<file path="src/das_pkg.sv">
// shared constants and types for the dual converter scan sequencer
package das_pkg;
  localparam int CLK_MHZ = 40;
  localparam int SAMPLE_NS = 20000;
  localparam int SAMPLE_CYC = (SAMPLE_NS * CLK_MHZ + 999) / 1000;
  localparam int WARM_NS = 10000;
  localparam int WARM_CYC = (WARM_NS * CLK_MHZ + 999) / 1000;
  localparam int NUM_CONV = 2;
  localparam int NUM_MON = 8;
  localparam int FIFO_DEPTH = 8;
  localparam logic [3:0] BATT_CHAN = 4'h8;
  localparam logic [3:0] NO_CHAN = 4'hf;
  localparam logic [8:0] EXT_MASK = 9'h0ff;
  localparam int TAG_LSB = 12;
  localparam int IRQ_SAMPLE = 0;
  localparam int IRQ_SEQ = 1;
  localparam int IRQ_FIFO = 2;

  typedef struct packed {
    logic en;
    logic [8:0] active;
    logic [31:0] delay;
  } das_conv_cfg_type;

  typedef struct packed {
    logic en;
    logic gt;
    logic [3:0] chan;
    logic [11:0] limit;
  } das_mon_type;

  typedef enum logic [2:0] {
    DAS_IDLE, DAS_SETTLE, DAS_CONVERT, DAS_STORE
  } das_state_type;
endpackage : das_pkg

</file>
<file path="src/das_sequencer.sv">
// two converter scan sequencers, threshold monitors and shared sample fifo
`timescale 1ns/100ps
// Contract
// - two 12-bit converters, any input either
// - first converter adds battery channel eight
// - 8-bit prescaler clocks timer and sequencer; only the timers use it, scan steps run on sys_clk
// - private timer and sequencer per converter
// - scan samples every active channel enabled
// - monitors: enable, channel, less or greater
// - battery has own upper and lower limits
// - all monitors can raise interrupt
// - warm-up, separate conversion clock divider
// - shared 8x16 fifo with channel tag
// - fifo read through one data port
// - enableable sample, sequencer, fifo interrupts
// - software command samples immediately
// - sample time never under 20 us
module das_sequencer (
  input wire logic sys_clk,
  input wire logic rst_n,
  input wire logic [7:0] prescale,
  input wire logic [7:0] conv_div,
  input das_pkg::das_conv_cfg_type conv_cfg [das_pkg::NUM_CONV],
  input wire logic [1:0] cmd_sample,
  input das_pkg::das_mon_type mon_cfg [das_pkg::NUM_MON],
  input wire logic [11:0] batt_high,
  input wire logic [11:0] batt_low,
  input wire logic [1:0] conv_done,
  input wire logic [11:0] conv_result [das_pkg::NUM_CONV],
  input wire logic fifo_read,
  input wire logic [3:0] fifo_level,
  input wire logic [2:0] irq_enable,
  input wire logic [7:0] mon_clear,
  input wire logic [1:0] batt_clear,
  input wire logic [1:0] seq_clear,
  output logic [3:0] mux_sel [das_pkg::NUM_CONV],
  output logic [1:0] conv_start,
  output logic conv_clk,
  output logic analog_on,
  output logic warm,
  output logic [15:0] fifo_data,
  output logic [3:0] fifo_count,
  output logic [7:0] mon_flag,
  output logic [1:0] batt_flag,
  output logic [1:0] seq_flag,
  output logic [1:0] busy,
  output logic irq
);
  // first active channel at or after start, none if mask exhausted
  function automatic logic [3:0] next_chan(input logic [8:0] mask,
                                            input logic [3:0] start);
    logic [3:0] found;
    found = das_pkg::NO_CHAN;
    for (int i = 8; i >= 0; i--) begin
      if (mask[i] && (4'(i) >= start)) begin
        found = 4'(i);
      end
    end
    return found;
  endfunction : next_chan

  function automatic logic [7:0] at_least_one(input logic [7:0] v);
    return (v == 8'h00) ? 8'h01 : v;
  endfunction : at_least_one

  // prescaled time base, shared tick for both timers
  logic [7:0] pre_cnt;
  logic tick;
  wire logic [7:0] pre_top = at_least_one(prescale) - 8'h01;
  always_ff @(posedge sys_clk or negedge rst_n) begin
    if (!rst_n) begin
      pre_cnt <= 8'h00;
      tick <= 1'b0;
    end else begin
      tick <= (pre_cnt == pre_top);
      pre_cnt <= (pre_cnt >= pre_top) ? 8'h00 : pre_cnt + 8'h01;
    end
  end

  // conversion clock from its own divider, half period in clocks
  logic [7:0] div_cnt;
  wire logic [7:0] div_top = at_least_one(conv_div) - 8'h01;
  always_ff @(posedge sys_clk or negedge rst_n) begin
    if (!rst_n) begin
      div_cnt <= 8'h00;
      conv_clk <= 1'b0;
    end else if (div_cnt >= div_top) begin
      div_cnt <= 8'h00;
      conv_clk <= ~conv_clk;
    end else begin
      div_cnt <= div_cnt + 8'h01;
    end
  end

  // warm-up: analog powered while any converter enabled
  logic [15:0] warm_cnt;
  wire logic any_en = conv_cfg[0].en | conv_cfg[1].en;
  always_ff @(posedge sys_clk or negedge rst_n) begin
    if (!rst_n) begin
      warm_cnt <= 16'h0000;
      analog_on <= 1'b0;
      warm <= 1'b0;
    end else begin
      analog_on <= any_en;
      if (!any_en) begin
        warm_cnt <= 16'h0000;
        warm <= 1'b0;
      end else if (warm_cnt == 16'(das_pkg::WARM_CYC - 1)) begin
        warm <= 1'b1;
      end else begin
        warm_cnt <= warm_cnt + 16'h0001;
      end
    end
  end

  // fifo storage and write arbitration, converter 0 first
  logic [15:0] fifo_mem [das_pkg::FIFO_DEPTH];
  logic [2:0] wr_ptr;
  logic [2:0] rd_ptr;
  das_pkg::das_state_type state [das_pkg::NUM_CONV];
  logic [3:0] chan [das_pkg::NUM_CONV];
  logic [11:0] sample [das_pkg::NUM_CONV];
  wire logic fifo_full = (fifo_count == 4'(das_pkg::FIFO_DEPTH));
  wire logic fifo_empty = (fifo_count == 4'h0);
  wire logic [1:0] want;
  assign want[0] = (state[0] == das_pkg::DAS_STORE);
  assign want[1] = (state[1] == das_pkg::DAS_STORE);
  wire logic [1:0] grant;
  assign grant[0] = want[0] & ~fifo_full;
  assign grant[1] = want[1] & ~want[0] & ~fifo_full;
  wire logic wr_en = |grant;
  wire logic wr_sel = grant[1];
  wire logic [3:0] wr_chan = chan[wr_sel];
  wire logic [11:0] wr_val = sample[wr_sel];
  wire logic rd_en = fifo_read & ~fifo_empty;

  // per converter timer and scan state machine
  logic [31:0] timer [das_pkg::NUM_CONV];
  logic [15:0] settle [das_pkg::NUM_CONV];
  logic [1:0] scan_end;
  for (genvar c = 0; c < das_pkg::NUM_CONV; c++) begin : g_conv
    // second converter cannot see the battery channel
    wire logic [8:0] mask = (c == 0) ? conv_cfg[c].active
                          : (conv_cfg[c].active & das_pkg::EXT_MASK);
    wire logic [3:0] first = next_chan(mask, 4'h0);
    wire logic [3:0] after = (chan[c] == das_pkg::BATT_CHAN) ? das_pkg::NO_CHAN
                           : next_chan(mask, chan[c] + 4'h1);
    wire logic due = tick && (timer[c] == 32'h0000_0000);
    wire logic go = conv_cfg[c].en && warm && (cmd_sample[c] || due);
    always_ff @(posedge sys_clk or negedge rst_n) begin
      if (!rst_n) begin
        state[c] <= das_pkg::DAS_IDLE;
        timer[c] <= 32'h0000_0000;
        settle[c] <= 16'h0000;
        chan[c] <= 4'h0;
        sample[c] <= 12'h000;
        mux_sel[c] <= 4'h0;
        conv_start[c] <= 1'b0;
        scan_end[c] <= 1'b0;
        busy[c] <= 1'b0;
      end else begin
        conv_start[c] <= 1'b0;
        scan_end[c] <= 1'b0;
        unique case (state[c])
          das_pkg::DAS_IDLE: begin
            busy[c] <= 1'b0;
            // command overrides the timed schedule
            if (go && first != das_pkg::NO_CHAN) begin
              chan[c] <= first;
              mux_sel[c] <= first;
              settle[c] <= 16'h0000;
              timer[c] <= conv_cfg[c].delay;
              busy[c] <= 1'b1;
              state[c] <= das_pkg::DAS_SETTLE;
            end else if (tick) begin
              timer[c] <= (timer[c] == 32'h0000_0000) ? conv_cfg[c].delay
                        : timer[c] - 32'h0000_0001;
            end
          end
          das_pkg::DAS_SETTLE: begin
            // hold the input selected for the full sample time
            if (settle[c] == 16'(das_pkg::SAMPLE_CYC - 1)) begin
              conv_start[c] <= 1'b1;
              state[c] <= das_pkg::DAS_CONVERT;
            end else begin
              settle[c] <= settle[c] + 16'h0001;
            end
          end
          das_pkg::DAS_CONVERT: begin
            if (conv_done[c]) begin
              sample[c] <= conv_result[c];
              state[c] <= das_pkg::DAS_STORE;
            end
          end
          das_pkg::DAS_STORE: begin
            // a full fifo stalls the scan rather than dropping data
            if (grant[c]) begin
              if (after == das_pkg::NO_CHAN || !conv_cfg[c].en) begin
                scan_end[c] <= 1'b1;
                state[c] <= das_pkg::DAS_IDLE;
              end else begin
                chan[c] <= after;
                mux_sel[c] <= after;
                settle[c] <= 16'h0000;
                state[c] <= das_pkg::DAS_SETTLE;
              end
            end
          end
          default: state[c] <= das_pkg::DAS_IDLE;
        endcase
      end
    end
  end

  // strict compare, shared by general and battery monitors
  function automatic logic beyond(input logic [11:0] val,
                                  input logic [11:0] limit,
                                  input logic greater);
    return greater ? (val > limit) : (val < limit);
  endfunction : beyond

  // threshold comparison on the sample being stored
  logic [7:0] mon_hit;
  always_comb begin
    mon_hit = 8'h00;
    for (int m = 0; m < das_pkg::NUM_MON; m++) begin
      mon_hit[m] = wr_en && mon_cfg[m].en && (mon_cfg[m].chan == wr_chan)
                 && beyond(wr_val, mon_cfg[m].limit, mon_cfg[m].gt);
    end
  end

  // battery limits checked apart from the general monitors
  wire logic is_batt = wr_en && (wr_chan == das_pkg::BATT_CHAN);
  wire logic batt_over = is_batt && beyond(wr_val, batt_high, 1'b1);
  wire logic batt_under = is_batt && beyond(wr_val, batt_low, 1'b0);
  wire logic [1:0] batt_hit = {batt_over, batt_under};

  // interrupt sources, one enable bit each
  wire logic [7:0] level_top = at_least_one({4'h0, fifo_level});
  wire logic fifo_src = ({4'h0, fifo_count} >= level_top);
  wire logic seq_src = |seq_flag;
  wire logic sample_src = (|mon_flag) | (|batt_flag);
  wire logic [2:0] irq_src;
  assign irq_src[das_pkg::IRQ_SAMPLE] = sample_src;
  assign irq_src[das_pkg::IRQ_SEQ] = seq_src;
  assign irq_src[das_pkg::IRQ_FIFO] = fifo_src;

  // fifo pointers and occupancy; an empty read changes nothing
  always_ff @(posedge sys_clk or negedge rst_n) begin
    if (!rst_n) begin
      wr_ptr <= 3'h0;
      rd_ptr <= 3'h0;
      fifo_count <= 4'h0;
    end else begin
      if (wr_en) begin
        wr_ptr <= wr_ptr + 3'h1;
      end
      if (rd_en) begin
        rd_ptr <= rd_ptr + 3'h1;
      end
      fifo_count <= fifo_count + {3'h0, wr_en} - {3'h0, rd_en};
    end
  end

  // storage has no reset, so it can map onto plain ram
  always_ff @(posedge sys_clk) begin
    if (wr_en) begin
      fifo_mem[wr_ptr] <= {wr_chan, wr_val};
    end
  end

  // only the popped entry reaches the data port
  always_ff @(posedge sys_clk or negedge rst_n) begin
    if (!rst_n) begin
      fifo_data <= 16'h0000;
    end else if (rd_en) begin
      fifo_data <= fifo_mem[rd_ptr];
    end
  end

  // sticky flags: set wins over a clear in the same cycle
  always_ff @(posedge sys_clk or negedge rst_n) begin
    if (!rst_n) begin
      mon_flag <= 8'h00;
      batt_flag <= 2'h0;
      seq_flag <= 2'h0;
    end else begin
      mon_flag <= (mon_flag & ~mon_clear) | mon_hit;
      batt_flag <= (batt_flag & ~batt_clear) | batt_hit;
      seq_flag <= (seq_flag & ~seq_clear) | scan_end;
    end
  end

  // registered so the interrupt line cannot glitch
  always_ff @(posedge sys_clk or negedge rst_n) begin
    if (!rst_n) begin
      irq <= 1'b0;
    end else begin
      irq <= |(irq_enable & irq_src);
    end
  end
endmodule : das_sequencer

</file>
<file path="config.mk">
export PLATFORM = sky130hd
export DESIGN_NAME = das_sequencer
export DESIGN_NICKNAME = d
export VERILOG_FILES = /design/src/das_pkg.sv /design/src/das_sequencer.sv
export SDC_FILE = /design/constraint.sdc
export NUM_CORES = 1
export LEC_CHECK = 0
export ABC_AREA = 1
export BUFFER_PORTS_ARGS = -buffer_cell sky130_fd_sc_hd__buf_2
export CAP_MARGIN = 0
export CORE_UTILIZATION = 52
export DETAILED_ROUTE_END_ITERATION = 6
export GPL_TIMING_DRIVEN = 1
export PLACE_DENSITY = 0.88
export RECOVER_POWER = 100
export SLEW_MARGIN = 20
export SYNTH_ARGS = -nofsm -noshare
export SYNTH_HDL_FRONTEND = slang
export SYNTH_SLANG_ARGS = --single-unit
</file>
<file path="constraint.sdc">
create_clock -name sys_clk -period 3 [get_ports sys_clk]
set_clock_uncertainty 0.05 [all_clocks]
set_input_delay 0.3 -clock sys_clk [delete_from_list [all_inputs] [get_ports sys_clk]]
set_output_delay 0.3 -clock sys_clk [all_outputs]
set_load 0.02 [all_outputs]
</file>
# --- Word level (Yosys, flattened, before mapping) ---
# Memory sizes are Yosys's and may differ from the RTL's. A register that Yosys moved wholly into a read port is not among the register bits.
# Cells that the tools add are included.
word_totals:
  ramBits: 128
  word_cells: 343
  in_bits: 318
  register_bits: 199
  out_inout_bits: 48
  memories: 1
mem_list:
  columns: ["memory", "depth", "width", "rd", "rd_ports_with_merged_regs", "write_ports", "line", "rtl"]
  rows:
  - ["fifo_mem", 8, 16, 1, 1, 1, "das_sequencer.sv:117", "logic [15:0] fifo_mem [das_pkg::FIFO_DEPTH];"]
op_classes:
  n_addsub: 15
  bitwise_logic: 21
  n_eq_ne: 40
  magnitude_cmp: 39
  reduce_logical: 88
  mux: 109
ops:
  columns: ["op", "count"]
  rows:
  - ["32-bit two-way mux", 6]
  - ["4-bit two-way mux", 44]
  - ["16-bit two-way mux", 10]
  - ["12-bit greater-than comparator", 9]
  - ["12-bit < comparator", 9]
  - ["16-bit case mux with 3 select lines", 2]
  - ["32-bit logical NOT", 2]
  - ["32-bit by 1-bit subtractor with 32-bit output (second input constant)", 2]
  - ["1-bit logical AND", 52]
  - ["16-bit by 1-bit adder with 16-bit output (second input constant)", 3]
  - ["12-bit two-way mux", 3]
  - ["16-bit by 10-bit == test with 1-bit output (second input constant)", 2]
  - ["4-bit == test", 8]
  - ["3-bit by 4-bit greater-or-equal comparator with 1-bit output (first input constant)", 8]
  - ["8-bit two-way mux", 4]
  - ["3-bit two-way mux", 10]
  - ["1-bit two-way mux", 26]
  - ["4-bit == test (second input constant)", 6]
  - ["3-bit case mux with 4 select lines", 2]
  - ["2-bit inequality test (second input constant)", 11]
  - ["8-bit by 1-bit adder with 8-bit output (second input constant)", 2]
  - ["16-bit by 9-bit == test with 1-bit output (second input constant)", 1]
  - ["1-bit by 4-bit greater-or-equal comparator with 1-bit output (first input constant)", 4]
  - ["2-bit by 4-bit greater-or-equal comparator with 1-bit output (first input constant)", 4]
  - ["other kinds (39)", 82]

# --- Depth between registers and ports, before layout ---
depth:
  depth_word: 18
  mapped_depth: 18
  mapped_depth_nobuf: 17

# --- Least setup slack after synthesis ---
# Ideal clock, no wire load.
synth_path:
  path_kind: "register -> register"
  start: "register fifo_count[2]"
  end: "register mon_flag[4]"
  path_stages_with_launch: 16
  required_ns: 2.823
  setup_time_ns: 0.127
  arrival_time_ns: 2.827
  slack_ns: -0.005
  path_buffers: 2
  synth_period_minus_slack_ns: 3.005
  cell_sequence: "dfrtp_1 > inv_1 > ha_1 > nand3_1 > nand2_1 > clkbuf_1 > buf_1 > nand2_1 > nand2_1 > ha_1 > nand2_1 > nor2_1 > a211oi_1 > o211ai_1 > o211ai_1 > o22ai_1"
synth_between:
  elab_chain_cells: 11
  word_cells_on_any_way: 20
  classes_between: "order compare (2); eq/ne (2); mux (7); bitwise (5); reduce/logical (4)"
synth_lines:
  columns: ["item", "line", "rtl"]
  rows:
  - ["start: declaration", "das_sequencer.sv:42", "output logic [3:0] fifo_count,"]
  - ["start signal: assignment", "das_sequencer.sv:261", "fifo_count <= fifo_count + {3'h0, wr_en} - {3'h0, rd_en};"]
  - ["4-bit == test (*)", "das_sequencer.sv:123", "wire logic fifo_full = (fifo_count == 4'(das_pkg::FIFO_DEPTH));"]
  - ["1-bit inverter (*)", "das_sequencer.sv:130", "assign grant[1] = want[1] & ~want[0] & ~fifo_full;"]
  - ["1-bit bitwise AND (*)", "das_sequencer.sv:130", null]
  - ["1-bit inverter with 2-bit output (not written as such) (*)", "das_sequencer.sv:134", "wire logic [11:0] wr_val = sample[wr_sel];"]
  - ["12-bit two-way mux (not written as such) (*) (3 in a row)", "das_sequencer.sv:134", null]
  - ["net wr_val[11]", "das_sequencer.sv:134", null]
  - ["12-bit < comparator or 12-bit greater-than comparator (tied branches)", "das_sequencer.sv:219", "return greater ? (val > limit) : (val < limit);"]
  - ["1-bit two-way mux (*)", "das_sequencer.sv:219", null]
  - ["1-bit logical AND (*)", "das_sequencer.sv:228", "&& beyond(wr_val, mon_cfg[m].limit, mon_cfg[m].gt);"]
  - ["8-bit bitwise OR (*)", "das_sequencer.sv:288", "mon_flag <= (mon_flag & ~mon_clear) | mon_hit;"]
  - ["end signal: assignment", "das_sequencer.sv:288", null]
  - ["end: declaration", "das_sequencer.sv:43", "output logic [7:0] mon_flag,"]
# Mark *: on every way through the listed nets, which the timed path passes. The rest lies on a longest branch. The select of a mux whose other input is x is not followed.
# A chain may end at the register's enable or synchronous reset.

# --- Worst setup path in the final report ---
layout_path:
  start: "register fifo_count[2]"
  end: "register mon_flag[7]"
# Same word-level chain as after synthesis.

==> impl_metrics.json <==
{
  "place_ws_ps": -96.5,
  "final_common_cell": "nand2_1",
  "drive_above_1_share_pct": 16.8,
  "avgSynthCellArea_sq_um": 8.17,
  "layout_setup_ws_ps": 59.8,
  "grt_pass1_vias": 19700,
  "hold_viol_final": 0,
  "clock_path_buffers": 3,
  "syn_nets": 3113,
  "violations": "design-rule violations, max-capacitance violations, max-slew violations",
  "placementRows": 73,
  "vias": 20596,
  "io_buffers": 364,
  "fmax_ghz": 0.340,
  "hp-class": "primary input to flop",
  "netlist_area_sq_um": 21400,
  "clk_pin_slew_ps": 60,
  "antenna_found_initial": 10,
  "hpwl_mm": 44.3,
  "worst_pin_slew_ps": 2140,
  "cts_sinks": 341,
  "cp_max_fo": 7,
  "slowest_delay_ps": 390,
  "mostFrequentLayoutCells": "nand2_1 (500), inv_1 (350), nor2_1 (339)",
  "die_area_sq_um": 42000,
  "die_x_um": 205,
  "finalMaxSlewViolations": 77,
  "ys_types": 55,
  "power.density_nw_per_um2": 749,
  "synth.top_cells.by_area": "dfrtp_1 (25%), edfxtp_1 (18%), ha_1 (10%), nand2_1 (8.8%), inv_1 (6.2%)",
  "final_core_util_pct": 65.9,
  "vias_per_cell": 5.58,
  "synth-seq-cells": 341,
  "dr.pass1.iters": 7,
  "setup_viol": 0,
  "grt_pass1_wl_mm": 100,
  "dieHeight_um": 205,
  "cp_top_family": "simple AND/OR/NAND/NOR gates",
  "coreArea_sq_um": 40200,
  "seq_area_frac_synth_pct": 42.8,
  "crit_required_ps": 3390,
  "worst-endpoint-arrival_ps": 3330,
  "cts-root-buf": "clkbuf_16",
  "critical_path_buf_inv_count": 5,
  "grt_overflow_total": 0,
  "min_period_over_period_pct": 98.0,
  "crit_top_cell": "nand2_1",
  "drc": 1,
  "gp_congestion": 0.982,
  "irDropWorstVdd_v": 0.000489,
  "synthArstFlopShare_pct": 62.5,
  "maxCapViolCount": 1,
  "htreeDepth": 2,
  "run_status": "finished with violations",
  "synth_edf_count": 128,
  "clkLatencyLatePin_ps": 570,
  "start_kind": "flop",
  "nets": 3614,
  "io_pins": 366,
  "min_period_ps": 2940,
  "crit_slowest_cell": "dfrtp_1",
  "slew_headroom_pct": -42.8,
  "routed_wl_mm": 63.7,
  "path_cells": "inv_2 > ha_1 > nand3_2 > nand2_2 > inv_1 > buf_4 > nand2_1 > nand2_4 > buf_4 > ha_1 > nand2_1 > inv_1 > nand3_1 > nor2_2 > nand3_1 > o21ai_0 > nand2_1 > o21ai_0 > o22ai_1",
  "end_kind": "flop",
  "crit_type": "flop to flop",
  "drt_iter0_drc": 2036,
  "ant_nets": 0,
  "syn2layout_area_growth_pct": 23.7,
  "yosys.area.top_type": "dfrtp_1",
  "grt_usage_pct": 30.4,
  "numCtsBuffers": 38,
  "synth_top_area_share_pct": 24.9,
  "grt_max_degree": 78,
  "fillers": 3117,
  "wire_per_inst_um": 17.3,
  "p_leak_nw": 12.7,
  "cts_tree": "yes",
  "synth_ff_type": "dfrtp_1",
  "postSynthCellCount": 2621,
  "ys.warnings.count": 0,
  "initial_core_util_pct": 53.3
}
-- per-stage QoR --
step | cells | hold slack [ps] | instance area [sq um] | power [mW] | setup TNS [ps]
3_5_place_dp | 3514 | 278 | 24300 | 14.7 | -116
3_3_place_gp | 3514 | 272 | 24300 | 14.3 | 0
6_report | 3691 | 17.1 | 26500 | 19.8 | 0
4_1_cts | 3666 | 1.92 | 26400 | 19.6 | 0
2_1_floorplan | 2621 | -45.6 | 21400 | 11.7 | 0
5_1_grt | 3685 | 31.4 | 26500 | 21.1 | -186
-- per-layer routing --
metal / wire length [um] / global-route usage (%) / vias up
met5: 0 / 0 / -
met4: 3290 / 15.3 / 0
met3: 5550 / 4.66 / 253
met2: 30200 / 50.1 / 1056
met1: 24700 / 38.7 / 9495
li1: - / - / 9792
-- area by class of cell --
type | count | area [sq um] | area share [%]
Tap cell | 525 | 657 | 2.48
Clock buffer | 43 | 1020 | 3.85
Antenna cell | 15 | 37.5 | 0.142
Sequential cell | 341 | 9170 | 34.6
Inverter | 358 | 1340 | 5.07
Clock inverter | 26 | 248 | 0.935
Multi-Input combinational cell | 1852 | 10700 | 40.4
Timing Repair Buffer | 531 | 3320 | 12.5
-- synth_stat cells (6+ instances only) --
library cell	count
nand2_1	505
inv_1	352
nor2_1	342
o21ai_0	215
dfrtp_1	213
ha_1	173
edfxtp_1	128
a21oi_1	108
nand3_1	93
xor2_1	70
nand4_1	51
o211ai_1	45
nor3_1	39
xnor2_1	35
clkbuf_1	33
o22ai_1	30
buf_2	27
mux2_2	23
o221ai_1	17
a31oi_1	14
a211oi_1	10
nor4_1	10
o21ai_1	10
o21a_1	9
o41ai_1	6
or2_2	6
-- logic make-up after synthesis --
logic type                 share of synthesized area [%]
adders and majority gates                           10.2
and+or+nand+nor                                     20.7
muxes                                               1.26
DFF                                                 42.8
xor gates and xnor gates                            4.29
AOI/OAI and AO/OA                                   13.0
buffers and inverters                               7.77
-- worst paths after layout --
path,start,to,cells past startpoint,slack (ps)
setup / recovery,fifo_count[2],mon_flag[7],19,60
hold / removal,mon_cfg[52],mon_flag[5],4,20
setup reg to reg,fifo_count[2],mon_flag[7],19,60
hold reg to reg,settle[13],settle[13],2,430
max in group asynchronous,rst_n,warm_cnt[11],3,540
min in group asynchronous,rst_n,mon_flag[0],2,840
-- sequential cells by signal (all words and copies together), names as in the netlist, 8 cells and up --
register / cells
fifo_mem: 128
sample: 24
chan: 8
pre_cnt: 8
settle: 32
timer: 64
fifo_data: 16
mon_flag: 8
div_cnt: 8
warm_cnt: 16
-- where the power goes --
| part | switching, mW | internal [mW] | total [mW] |
|---|---|---|---|
| Sequential | 0.683 | 6.02 | 6.70 |
| Combinational | 5.31 | 3.10 | 8.41 |
| Clock | 2.00 | 2.73 | 4.73 |
-- repair_timing --
action                                  in CTS  in global routing
setup buffers                                0                 10
pin swaps                                    0                 10
endpoints found under the hold margin      148                  0
endpoints found under the setup margin       4                  8
resized for setup                            4                 23
hold buffers                                83                  0
-- worst min-delay path, stage by stage --
cell     delay (ps)
buf_2            90
o21ai_1          70
nand4_1          80
o21ai_1          50
No activity file was read; power rests on OpenSTA's default activity.
